===== config.mk =====
export PLATFORM = sky130hd
export DESIGN_NAME = ctei_top
export DESIGN_NICKNAME = d
export VERILOG_FILES = /design/src/design/ctei_pkg.sv /design/src/design/ctei_ecc.sv /design/src/design/ctei_top.sv
export SDC_FILE = /design/constraint.sdc
export NUM_CORES = 1
export LEC_CHECK = 0
export BUFFER_PORTS_ARGS = -buffer_cell sky130_fd_sc_hd__buf_2
export CAP_MARGIN = 0
export CORE_ASPECT_RATIO = 1.5
export CORE_MARGIN = 2
export CORE_UTILIZATION = 30
export CTS_BUF_LIST = sky130_fd_sc_hd__clkbuf_8
export CTS_CLUSTER_SIZE = 20
export DETAILED_ROUTE_END_ITERATION = 7
export PLACE_DENSITY = 0.48
export SETUP_SLACK_MARGIN = 0.1
export SYNTH_ARGS = -nofsm -noshare
export SYNTH_HDL_FRONTEND = slang
export SYNTH_SLANG_ARGS = --single-unit

===== constraint.sdc =====
create_clock -name clk -period 10.7 [get_ports clk]
set_input_delay 0.535 -clock clk [delete_from_list [all_inputs] [get_ports clk]]
set_output_delay 0.535 -clock clk [all_outputs]
set_load 0.02 [all_outputs]

===== src/design/ctei_pkg.sv =====
package ctei_pkg;
  // Register byte offsets
  localparam logic [7:0] ADDR_CTRL = 8'h00;
  localparam logic [7:0] ADDR_ADDR = 8'h04;
  localparam logic [7:0] ADDR_BUF = 8'h08;
  localparam logic [7:0] ADDR_FLIP = 8'h0c;
  localparam logic [7:0] ADDR_STAT = 8'h10;
  localparam logic [7:0] ADDR_MASK = 8'h14;
  localparam logic [7:0] ADDR_CMD = 8'h18;
  // Control bit positions
  localparam int CTRL_MAP_BIT = 0;
  localparam int CTRL_SSH_BIT = 1;
  // Command codes written to ADDR_CMD
  localparam logic [1:0] CMD_READ = 2'h1;
  localparam logic [1:0] CMD_WRITE = 2'h2;
  // Status bit positions
  localparam int ST_CE_BIT = 0;
  localparam int ST_UCE_BIT = 1;
  // Reset values
  localparam logic [1:0] CTRL_RST = 2'h0;
  localparam logic [1:0] MASK_RST = 2'h0;
  // Geometry
  localparam int TAG_W = 24;
  localparam int ECC_W = 6;
  localparam int IDX_W = 4;
endpackage : ctei_pkg


===== src/design/ctei_ecc.sv =====
`timescale 1ns/1ps
`default_nettype none
// Extended Hamming code: tells one flipped bit from two flipped bits
module ctei_ecc #(
  parameter int DW = 24,
  parameter int CW = 6
) (
  // Data in
  input wire logic [DW-1:0] data,
  // Check bits
  output logic [CW-1:0] check,
  // Compare against stored check
  input wire logic [CW-1:0] stored,
  output logic single_err,
  output logic double_err
);
  // Position of data bit b: the b-th code from 3 up that is no power of
  // two, so any two flipped bits leave a nonzero syndrome
  function automatic int code_of(input int b);
    int cnt;
    cnt = 0;
    code_of = 0;
    for (int c = 3; c < 256; c++) begin
      if ((c & (c - 1)) != 0) begin
        if (cnt == b && code_of == 0) code_of = c;
        cnt++;
      end
    end
  endfunction : code_of

  logic [CW-2:0] ham;
  logic [CW-2:0] syn;
  // Each Hamming bit covers the data bits whose position has it set
  for (genvar k = 0; k < CW - 1; k++) begin : g_ham
    logic [DW-1:0] sel;
    for (genvar b = 0; b < DW; b++) begin : g_bit
      assign sel[b] = (((code_of(b) >> k) & 1) != 0) ? data[b] : 1'b0;
    end
    assign ham[k] = ^sel;
  end
  // Overall bit makes the whole word even, check bits included
  assign check = {(^data) ^ (^ham), ham};
  assign syn = ham ^ stored[CW-2:0];
  // Odd overall parity means one flip; even with a syndrome means two
  assign single_err = ^{data, stored};
  assign double_err = !(^{data, stored}) && (|syn);
endmodule : ctei_ecc
`default_nettype wire


===== src/design/ctei_top.sv =====
// Design decisions made here: the register offsets and the APB interface to the registers.
`timescale 1ns/1ps
`default_nettype none
// Behaviour
// - Mapped tag memory suppresses ECC alarms
// - Normal cache use keeps detection active
// - Self-test mode keeps detection active
// - Read, flip, write back, reread
// - One flip correctable, two uncorrectable
module ctei_top #(
  parameter int DEPTH = 16
) (
  // Clock and reset
  input wire logic clk,
  input wire logic nrst,
  // APB slave
  input wire logic psel,
  input wire logic penable,
  input wire logic pwrite,
  input wire logic [7:0] paddr,
  input wire logic [31:0] pwdata,
  output logic [31:0] prdata,
  output logic pready,
  output logic pslverr,
  // Cache-side lookup port
  input wire logic cache_rd,
  input wire logic [ctei_pkg::IDX_W-1:0] cache_idx,
  output logic [ctei_pkg::TAG_W-1:0] cache_tag,
  // Alarms and interrupt
  output logic correctable_error_alarm,
  output logic uncorrectable_error_alarm,
  output logic irq
);
  localparam int TW = ctei_pkg::TAG_W;
  localparam int CW = ctei_pkg::ECC_W;
  localparam int IW = ctei_pkg::IDX_W;

  // Storage: data plus check bits per entry
  logic [TW-1:0] tag_mem [DEPTH];
  logic [CW-1:0] chk_mem [DEPTH];
  logic [1:0] ctrl;
  logic [IW-1:0] idx;
  logic [TW+CW-1:0] readback_bitflip_buffer;
  logic [1:0] stat;
  logic [1:0] mask;

  // Bus decode
  wire acc = psel && penable;
  wire wr = acc && pwrite;
  wire hit_ctrl = paddr == ctei_pkg::ADDR_CTRL;
  wire hit_addr = paddr == ctei_pkg::ADDR_ADDR;
  wire hit_buf = paddr == ctei_pkg::ADDR_BUF;
  wire hit_flip = paddr == ctei_pkg::ADDR_FLIP;
  wire hit_stat = paddr == ctei_pkg::ADDR_STAT;
  wire hit_mask = paddr == ctei_pkg::ADDR_MASK;
  wire hit_cmd = paddr == ctei_pkg::ADDR_CMD;
  wire mapped = hit_ctrl | hit_addr | hit_buf | hit_flip | hit_stat | hit_mask | hit_cmd;
  wire cmd_rd = wr && hit_cmd && (pwdata[1:0] == ctei_pkg::CMD_READ);
  wire cmd_wb = wr && hit_cmd && (pwdata[1:0] == ctei_pkg::CMD_WRITE);
  wire test_mapping_control = ctrl[ctei_pkg::CTRL_MAP_BIT];
  wire sram_test_support_mode = ctrl[ctei_pkg::CTRL_SSH_BIT];

  // Check the read path: test read or cache read share one checker
  wire [IW-1:0] chk_idx = cmd_rd ? idx : cache_idx;
  wire chk_valid = cmd_rd || cache_rd;
  wire [TW-1:0] rd_data = tag_mem[chk_idx];
  wire [CW-1:0] rd_chk = chk_mem[chk_idx];
  logic [CW-1:0] wr_chk_unused;
  logic se;
  logic de;
  ctei_ecc #(.DW(TW), .CW(CW)) u_ecc (
    .data(rd_data),
    .check(wr_chk_unused),
    .stored(rd_chk),
    .single_err(se),
    .double_err(de)
  );
  // Detection gated only by mapping; self-test mode leaves it on.
  // Mapping turns the tag memory into a plain word store, so its check
  // is dropped there; self-test must still raise alarms and keeps it.
  wire det_en = !test_mapping_control;
  wire ev_ce = chk_valid && det_en && se;
  wire ev_uce = chk_valid && det_en && de;

  // Fresh check bits for normal writes through the mapped window
  logic [CW-1:0] gen_chk;
  ctei_ecc #(.DW(TW), .CW(CW)) u_gen (
    .data(pwdata[TW-1:0]),
    .check(gen_chk),
    .stored({CW{1'b0}}),
    .single_err(),
    .double_err()
  );
  // Direct init only while mapped and in self-test; a plain word write
  // then lands with fresh check bits, so the memory starts clean
  wire map_wr = wr && hit_buf && test_mapping_control && sram_test_support_mode;

  // Write strobes, each taken at the completing edge of the access
  // Qualifying by pready keeps a stretched access from acting twice
  wire wr_go = wr && pready;
  wire wr_ctrl = wr_go && hit_ctrl;
  wire wr_addr = wr_go && hit_addr;
  wire wr_buf = wr_go && hit_buf;
  wire wr_flip = wr_go && hit_flip;
  wire wr_stat = wr_go && hit_stat;
  wire wr_mask = wr_go && hit_mask;
  // Commands act once, at the same edge as a register write would
  wire ld_buf = cmd_rd && pready;
  wire wb_mem = cmd_wb && pready;
  wire init_mem = map_wr && pready;

  // Read values, zero-extended to the bus width
  wire [31:0] rd_ctrl = {30'h0, ctrl};
  wire [31:0] rd_addr = {{(32 - IW){1'b0}}, idx};
  wire [31:0] rd_buf = {{(32 - TW){1'b0}}, readback_bitflip_buffer[TW-1:0]};
  wire [31:0] rd_flip = {{(32 - CW){1'b0}}, readback_bitflip_buffer[TW+CW-1:TW]};
  wire [31:0] rd_stat = {30'h0, stat};
  wire [31:0] rd_mask = {30'h0, mask};
  // Read mux; command and unmapped offsets read as zero
  // Reads have no side effects, so polling the status is safe
  wire [31:0] rd_mux =
    hit_ctrl ? rd_ctrl :
    hit_addr ? rd_addr :
    hit_buf ? rd_buf :
    hit_flip ? rd_flip :
    hit_stat ? rd_stat :
    hit_mask ? rd_mask : 32'h0;

  // Event and clear vectors, one bit per alarm
  wire [1:0] ev = {ev_uce, ev_ce};
  wire [1:0] w1c = wr_stat ? pwdata[1:0] : 2'h0;
  logic [1:0] next_stat;
  // Sticky status per bit; a new event beats a clear in the same cycle,
  // so an alarm is never lost to an acknowledge that races it
  for (genvar s = 0; s < 2; s++) begin : g_stat
    assign next_stat[s] = ev[s] | (stat[s] & ~w1c[s]);
  end

  // APB answer: no wait states, slverr on unmapped addresses
  // pready rises in the cycle after setup; read data is captured in
  // setup so it stands through the access
  always_ff @(posedge clk) begin
    if (!nrst) begin
      pready <= 1'b0;
      prdata <= 32'h0;
      pslverr <= 1'b0;
    end else begin
      pready <= psel && !penable;
      prdata <= (psel && !penable && !pwrite) ? rd_mux : prdata;
      pslverr <= psel && !penable && !mapped;
    end
  end

  // Control registers
  // Upper pwdata bits are ignored rather than faulted
  always_ff @(posedge clk) begin
    if (!nrst) begin
      ctrl <= ctei_pkg::CTRL_RST;
      mask <= ctei_pkg::MASK_RST;
      idx <= '0;
    end else begin
      if (wr_ctrl) ctrl <= pwdata[1:0];
      if (wr_mask) mask <= pwdata[1:0];
      if (wr_addr) idx <= pwdata[IW-1:0];
    end
  end

  // Readback buffer: load, flip by XOR, write back unchanged
  // XOR rather than store lets software flip bits without a read first
  always_ff @(posedge clk) begin
    if (!nrst) begin
      readback_bitflip_buffer <= '0;
    end else if (ld_buf) begin
      readback_bitflip_buffer <= {rd_chk, rd_data};
    end else if (wr_buf) begin
      readback_bitflip_buffer[TW-1:0] <= readback_bitflip_buffer[TW-1:0] ^ pwdata[TW-1:0];
    end else if (wr_flip) begin
      readback_bitflip_buffer[TW+CW-1:TW] <= readback_bitflip_buffer[TW+CW-1:TW] ^ pwdata[CW-1:0];
    end
  end

  // Tag memory: write-back keeps corrupted check bits as-is
  // Not reset: contents are undefined until software initialises them
  always_ff @(posedge clk) begin
    if (wb_mem) begin
      tag_mem[idx] <= readback_bitflip_buffer[TW-1:0];
      chk_mem[idx] <= readback_bitflip_buffer[TW+CW-1:TW];
    end else if (init_mem) begin
      tag_mem[idx] <= pwdata[TW-1:0];
      chk_mem[idx] <= gen_chk;
    end
  end

  // Sticky alarms; pins copy the status so both move at one edge
  // irq is a level: it follows the masked status until software clears it
  always_ff @(posedge clk) begin
    if (!nrst) begin
      stat <= 2'h0;
      correctable_error_alarm <= 1'b0;
      uncorrectable_error_alarm <= 1'b0;
      irq <= 1'b0;
    end else begin
      stat <= next_stat;
      correctable_error_alarm <= next_stat[ctei_pkg::ST_CE_BIT];
      uncorrectable_error_alarm <= next_stat[ctei_pkg::ST_UCE_BIT];
      irq <= |(next_stat & mask);
    end
  end

  // Cache lookup data, raw as stored; a test read in the same cycle
  // takes the shared checker, so lookups should avoid command cycles
  always_ff @(posedge clk) begin
    if (!nrst) begin
      cache_tag <= '0;
    end else if (cache_rd) begin
      cache_tag <= rd_data;
    end
  end
endmodule : ctei_top
`default_nettype wire


==> results of run 1 <==
-- synthesized netlist by cell type (4+ instances only) --
cell	n	area, um^2
buf_4	15	112.6
o21ai_0	11	55.05
nor2b_1	7	43.79
a21o_1	5	37.54
a21oi_1	41	205.2
mux2_2	8	90.09
mux4_2	58	1306
buf_1	12	45.04
nand2b_1	6	37.54
a2111oi_0	4	35.03
nor3_1	21	105.1
dfxtp_1	91	1822
a22oi_1	28	210.2
xor2_1	31	271.5
nor3b_1	5	37.54
a32oi_1	9	78.83
nand4_1	17	106.4
xnor2_1	84	735.7
edfxtp_1	480	14410
a211oi_1	63	473.0
inv_1	16	60.06
buf_2	35	175.2
and3_1	18	112.6
mux2i_1	112	1121
and2_1	10	62.56
o22ai_1	7	43.79
a31oi_1	20	125.1
xnor3_1	6	135.1
nand2_1	352	1321
clkbuf_1	60	225.2
nor2_1	136	510.5
nand3_1	104	520.5
buf_6	8	90.09
a221oi_1	6	52.55
o21ai_1	4	20.02
-- per-layer routing --
| metal | wire [um] | vias to the layer above |
|---|---|---|
| li1 | - | 7487 |
| met1 | 31490 | 8493 |
| met2 | 43150 | 498 |
| met4 | 3097 | 0 |
| met5 | 0 | - |
| met3 | 3554 | 143 |
-- cell families (layout without fill, tap and decap cells) --
logic type,Yosys count,after routing,synth area share
flip-flops,571,571,0.6356
other,1,9,0.0001468
adder cells (fa/ha/maj),2,2,0.0009795
buffers and inverters,148,318,0.02846
AO/OA/AOI/OAI,238,238,0.06819
AND/OR/NAND/NOR,699,699,0.1206
XOR/XNOR,123,123,0.04629
multiplexers,180,180,0.09973
-- state kept, by name, summed over array words and instances, names as in the netlist, 2 cells and up --
signal	flops
tag_mem	384
chk_mem	96
readback_bitflip_buffer	30
cache_tag	24
prdata	24
idx	4
ctrl	2
mask	2
-- where the power goes --
part           switching, W  total, W  internal, W
registers        0.00000546   0.00239      0.00238
clock network      0.000879   0.00170     0.000822
logic              0.000277  0.000446     0.000169
total               0.00116   0.00454      0.00338
-- cell type report --
cell class              count  share of cell area
clock inverters            61             0.01084
clock buffers              92             0.04370
repair buffers            148             0.03075
inverters                  17            0.002202
flip-flops and latches    571              0.5605
well taps                1130             0.04880
multi-input cells        1250              0.3032
diodes                      1          0.00008637
-- how the worst min path moves through the flow --
stage                                 end  cells past startpoint                       start
2_1_floorplan              irq$_SDFF_PN0_                      2        mask[0]$_SDFFE_PN0P_
3_3_place_gp   cache_tag[22]$_SDFFE_PN0P_                      2  cache_tag[22]$_SDFFE_PN0P_
3_5_place_dp   cache_tag[22]$_SDFFE_PN0P_                      2  cache_tag[22]$_SDFFE_PN0P_
4_1_cts                 pready$_SDFF_PN0_                      2                        psel
5_1_grt                 pready$_SDFF_PN0_                      2                        psel
6_report                pready$_SDFF_PN0_                      2                        psel
-- cells in the final DEF (no fill, tap or decap), types with 7 or more instances in the layout --
cell        n
and3_1     18
xor2_1     31
xnor2_1    84
o22ai_1     7
mux4_2     58
nand2_1   352
conb_1      8
a21oi_1    40
nor2b_1     7
buf_2      94
a31oi_1    20
nand4_1    17
clkinv_1   13
mux2i_1   110
edfxtp_1  480
a32oi_1     9
and2_1     10
buf_4      52
nor3_1     15
dfxtp_1    89
mux2_2      8
nand3_1   104
a22oi_1    28
nor2_4     12
inv_1      44
nor2_1    124
o21ai_0     8
clkinv_2   11
a211oi_1   63
clkbuf_8   92
-- repair_timing --
item,in CTS,in global routing
hold buffers,1,0
resized for setup,0,0
setup buffers,0,0
endpoints found under the hold margin,1,0
-- stage by stage --
step | power, W | setup slack, ns | cells
after floorplan | 0.002738 | 5.527 | 1969
after global placement | 0.002880 | 4.345 | 3115
after detailed placement | 0.002882 | 4.291 | 3115
after CTS | 0.004583 | 4.667 | 3269
after global routing | 0.004701 | 4.509 | 3270
final | 0.004537 | 4.660 | 3270
==> results.toml, run 1 <==
[floorplan]
die_x_um = 242.3
start_util = 0.3014
core_area_um2 = 84740
std_cell_rows = 131
dieArea_um2 = 87540
chipHeight_um = 361.4
io_pins = 111

[global_route]
overflow = 0
grt_busiest_layer = "met2"
gr-usage-met2 = 0.3466
grt_usage = 0.1850
antenna_found_initial = 2
grt_pass1_wl_um = 118100
use_met3 = 0.02982
grt_pass1_vias = 16970
grt_start_max_net_pins = 74
grt_use_met1 = 0.2067

[timing]
slew_headroom = 0.1325
fmax_ghz = 0.1656
post-route-min-period_ns = 6.040
tightest_slew_ns = 1.293
fin_tns_setup_ns = 0
worst_hold_slack_ns = 0.1249
skew_ns = 0.02976
maxSlewViolCount = 0
finalSetupViolCount = 0
finalHoldViolations = 0
post-route-period-util = 0.5645
rsz0062_at_grt = "false"

[clocking]
clockRootBuffer = "clkbuf_8"
insertion_delay_ns = 0.73
tritoncts = "done"
cts.htree.levels = 3
cts_buffers = 85
clk_path_buf_depth = 3
cts_sinks = 571
clk_pin_slew_ns = 0.06

[placement]
gp_congestion = 0.8183
io_buffers = 94
placed_area_um2 = 27380
dp_hpwl_um = 50060

[detailed_routing]
drt_iter0_drc = 990
ant_nets = 0
routed_wl_um = 81300
drtPass1Iterations = 5
route.detailed.drc = 0
vias = 16620
viasPerCell = 5.083
wl_per_cell_um = 24.86

[critical_path]
path_buf_inv = 3
crit_arrival_ns = 6.69
crit_end = "irq$_SDFF_PN0_"
start_kind = "input pin"
cp.depth = 17
rr_worst_depth = 15
critPathTopFamily = "compound AO/OA/AOI/OAI gates"
rr_startpoint = "idx[0]$_SDFFE_PN0P_"
crit_type = "in -> reg"
crit_slowest_cell = "nor4_4"
worstPathCellList = "dlygate4sd3_1 -> buf_2 -> nand3_1 -> nor4_4 -> a21o_4 -> buf_4 -> mux2i_1 -> mux2i_1 -> o32ai_1 -> a211oi_2 -> xnor3_1 -> xnor2_1 -> xnor2_1 -> xnor3_1 -> nor3_1 -> a21oi_1 -> o22ai_1"
slowest_delay_ns = 0.85
r2r_slack_ns = 5.18
rr_endpoint = "irq$_SDFF_PN0_"
crit_path_start = "penable"
crit_fanout = 47
required_ns = 11.35
critPathCaptureType = "flip-flop"

[cells_and_area]
drive_above_1_share = 0.1763
regArea_um2 = 16240
postLayoutCellArea_um2 = 28970
fillers = 8343
area_growth_pct = 13.43
fin_util = 0.3419
multiInputGateArea_um2 = 8783
final_nets = 2125

[hold_path]
hp-class = "in -> reg"

[logic_synthesis]
synthesis.area_um2 = 25540
synth-seq-cells = 571
synth_cell_types = 82
synth-seq-area-share = 0.6356
synth_area_per_cell_um2 = 13.02
ys.flop_type = "edfxtp_1"
ys.warnings.count = 0
synth_cells = 1962
synth_edf_count = 480
synthArstFlopShare = 0

[power]
vdd_drop_max_v = 0.00008131
p_leak_nw = 10.72
powerDensity_nw_per_um2 = 156.6

[status]
status = "complete, no violations"

[flow_run]
maxCapViolCount = 0
No activity file was read; power rests on OpenSTA's default activity.
==> run 2: changes to the inputs <==
Clock period 10.7 ns to 6 ns, I/O delays scaled along.
==> run 2 against run 1 <==
  * Sequential power grew 78%
  * Highest routed layer unchanged
  * Largest power group unchanged
  * Count of clock-buffer cells in the layout fell by 5
  * Register-to-register slack got worse by 3.9 ns
  * First-iteration DRC count up 16%
  * Flip-flop and latch count unchanged
==> results.toml, run 2 (synthesis results as in run 1) <==
[clocking]
cts_buffers = 83
tritoncts = "done"
insertion_delay_ns = 0.69
clk_pin_slew_ns = 0.07
cts.htree.levels = 3
ctsResizeCount = 0
clk_path_buf_depth = 3
cts_sinks = 571
clockRootBuffer = "clkbuf_8"

[cells_and_area]
area_growth_pct = 16.16
final_nets = 2185
layout_common_cells = "480 x edfxtp_1, 352 x nand2_1, 124 x nor2_1"
drive_above_1_share = 0.1987
top_regs = "tag_mem (384), chk_mem (96), readback_bitflip_buffer (30)"
max_flop_register = "tag_mem"
final_common_cell = "edfxtp_1"
largest_register_ffs = 384

[placement]
gp_congestion = 0.8882
dp_hpwl_um = 56040
io_buffers = 94

[hold_path]
hp-class = "in -> reg"

[timing]
finalHoldViolations = 0
maxSlewViolCount = 0
post-route-period-util = 0.8891
tightest_slew_ns = 1.167
fin_tns_setup_ns = 0
rsz0062_at_grt = "false"
fmax_ghz = 0.1874
finalSetupViolCount = 0
skew_ns = 0.02719
slew_headroom = 0.2219
post-route-min-period_ns = 5.335
worst_hold_slack_ns = 0.04088

[detailed_routing]
routed_wl_um = 83620
drtPass1Iterations = 5
route.detailed.drc = 0
drt_iter0_drc = 1146
viasPerCell = 5.063
wl_per_cell_um = 25.10
ant_nets = 0
vias = 16870

[floorplan]
die_x_um = 242.3
core_area_um2 = 84740
io_pins = 111
dieArea_um2 = 87540
std_cell_rows = 131
chipHeight_um = 361.4
start_util = 0.3014

[critical_path]
slowest_delay_ns = 0.64
crit_arrival_ns = 5.94
required_ns = 6.60
path_buf_inv = 5
crit_slowest_cell = "xnor3_1"
worstPathCellList = "dlygate4sd3_1 -> buf_2 -> inv_1 -> ha_1 -> nand3b_1 -> nor4_4 -> buf_4 -> mux2_4 -> buf_4 -> a21oi_1 -> a221oi_1 -> a211oi_1 -> a21oi_2 -> xnor3_1 -> xnor2_1 -> xnor2_1 -> xnor3_1 -> nor3_1 -> a21oi_1 -> o22ai_1"
crit_type = "in -> reg"
critPathCaptureType = "flip-flop"
crit_fanout = 27
critPathTopFamily = "buffers and inverters"
start_kind = "input pin"

[global_route]
grt_usage = 0.1894
overflow = 0
grt_pass1_wl_um = 120800
antenna_found_initial = 1
grt_start_max_net_pins = 75
grt_pass1_vias = 17180

[power]
vdd_drop_max_v = 0.0001717
p_leak_nw = 11.05
powerDensity_nw_per_um2 = 279.4

[flow_run]
maxCapViolCount = 0

[status]
status = "complete, no violations"
run 2: cell count changes in the layout (fill, tap and decap cells not counted), sizes merged:
cell	change
clkbuf	-5
inv	-9
dlygate4sd3	+6
clkinv	+5
buf	+56
diode	+1
clkinvlp	+2
bufinv	+5
run 2: what timing repair did:
action / in CTS / in global routing
hold buffers: 7 / 0
setup endpoints to repair: 0 / 0
setup buffers: 0 / 0
hold endpoints to repair: 11 / 0
run 2: path summary, 6_finish.rpt:
| kind | startpoint | end | slack, ns | depth (start not counted) |
|---|---|---|---|---|
| max | pwdata[1] | irq$_SDFF_PN0_ | 0.67 | 20 |
| min | paddr[6] | pslverr$_SDFF_PN0_ | 0.04 | 3 |
| min reg2reg | cache_tag[22]$_SDFFE_PN0P_ | cache_tag[22]$_SDFFE_PN0P_ | 0.46 | 2 |
| max reg2reg | idx[0]$_SDFFE_PN0P_ | irq$_SDFF_PN0_ | 1.25 | 15 |
run 2: final cells by class:
type / count / area (um^2)
antenna: 2 / 5.005
clock buffer: 87 / 1197
clock inverter: 64 / 449.2
fill: 8342 / 55070
inverter: 17 / 63.81
multi-input combinational: 1250 / 8783
sequential: 571 / 16240
tap: 1130 / 1414
timing repair buffer: 210 / 1521
run 2: through the flow:
stage	power [W]	instance area (um^2)	std cells	utilization	setup WS [ns]
6_report	0.008290	29670	3331	0.3502	0.6651
2_1_floorplan	0.004883	25570	1969	-	1.062
3_3_place_gp	0.005190	27950	3171	0.3298	0.5668
4_1_cts	0.008363	29670	3329	0.3501	0.6911
3_5_place_dp	0.005189	27950	3171	0.3298	0.5502
5_1_grt	0.008559	29670	3330	0.3501	0.3849
run 2: worst reg2reg max path, delay by kind of cell (launching register included):
kind	cells	cell delay, ns
simple gates	3	0.74
xor+xnor	4	1.55
compound gates	5	1.44
mux	2	0.26
flops	1	0.33
buf+inv	1	0.37
run 2: where the power goes:
part,switching [W],total (W),internal [W]
Combinational,0.000518,0.000849,0.000331
Clock,0.00157,0.00318,0.00162
Sequential,0.0000105,0.00426,0.00425
Total,0.00209,0.00829,0.00620
run 2: routing by layer:
layer  vias to the layer above  GRT usage  share of wire
met3                       148    0.02122          0.036
li1                       7616          -              -
met1                      8624     0.2105           0.38
met4                         0    0.08557          0.043
met2                       477     0.3601           0.54
met5                         -          0              0
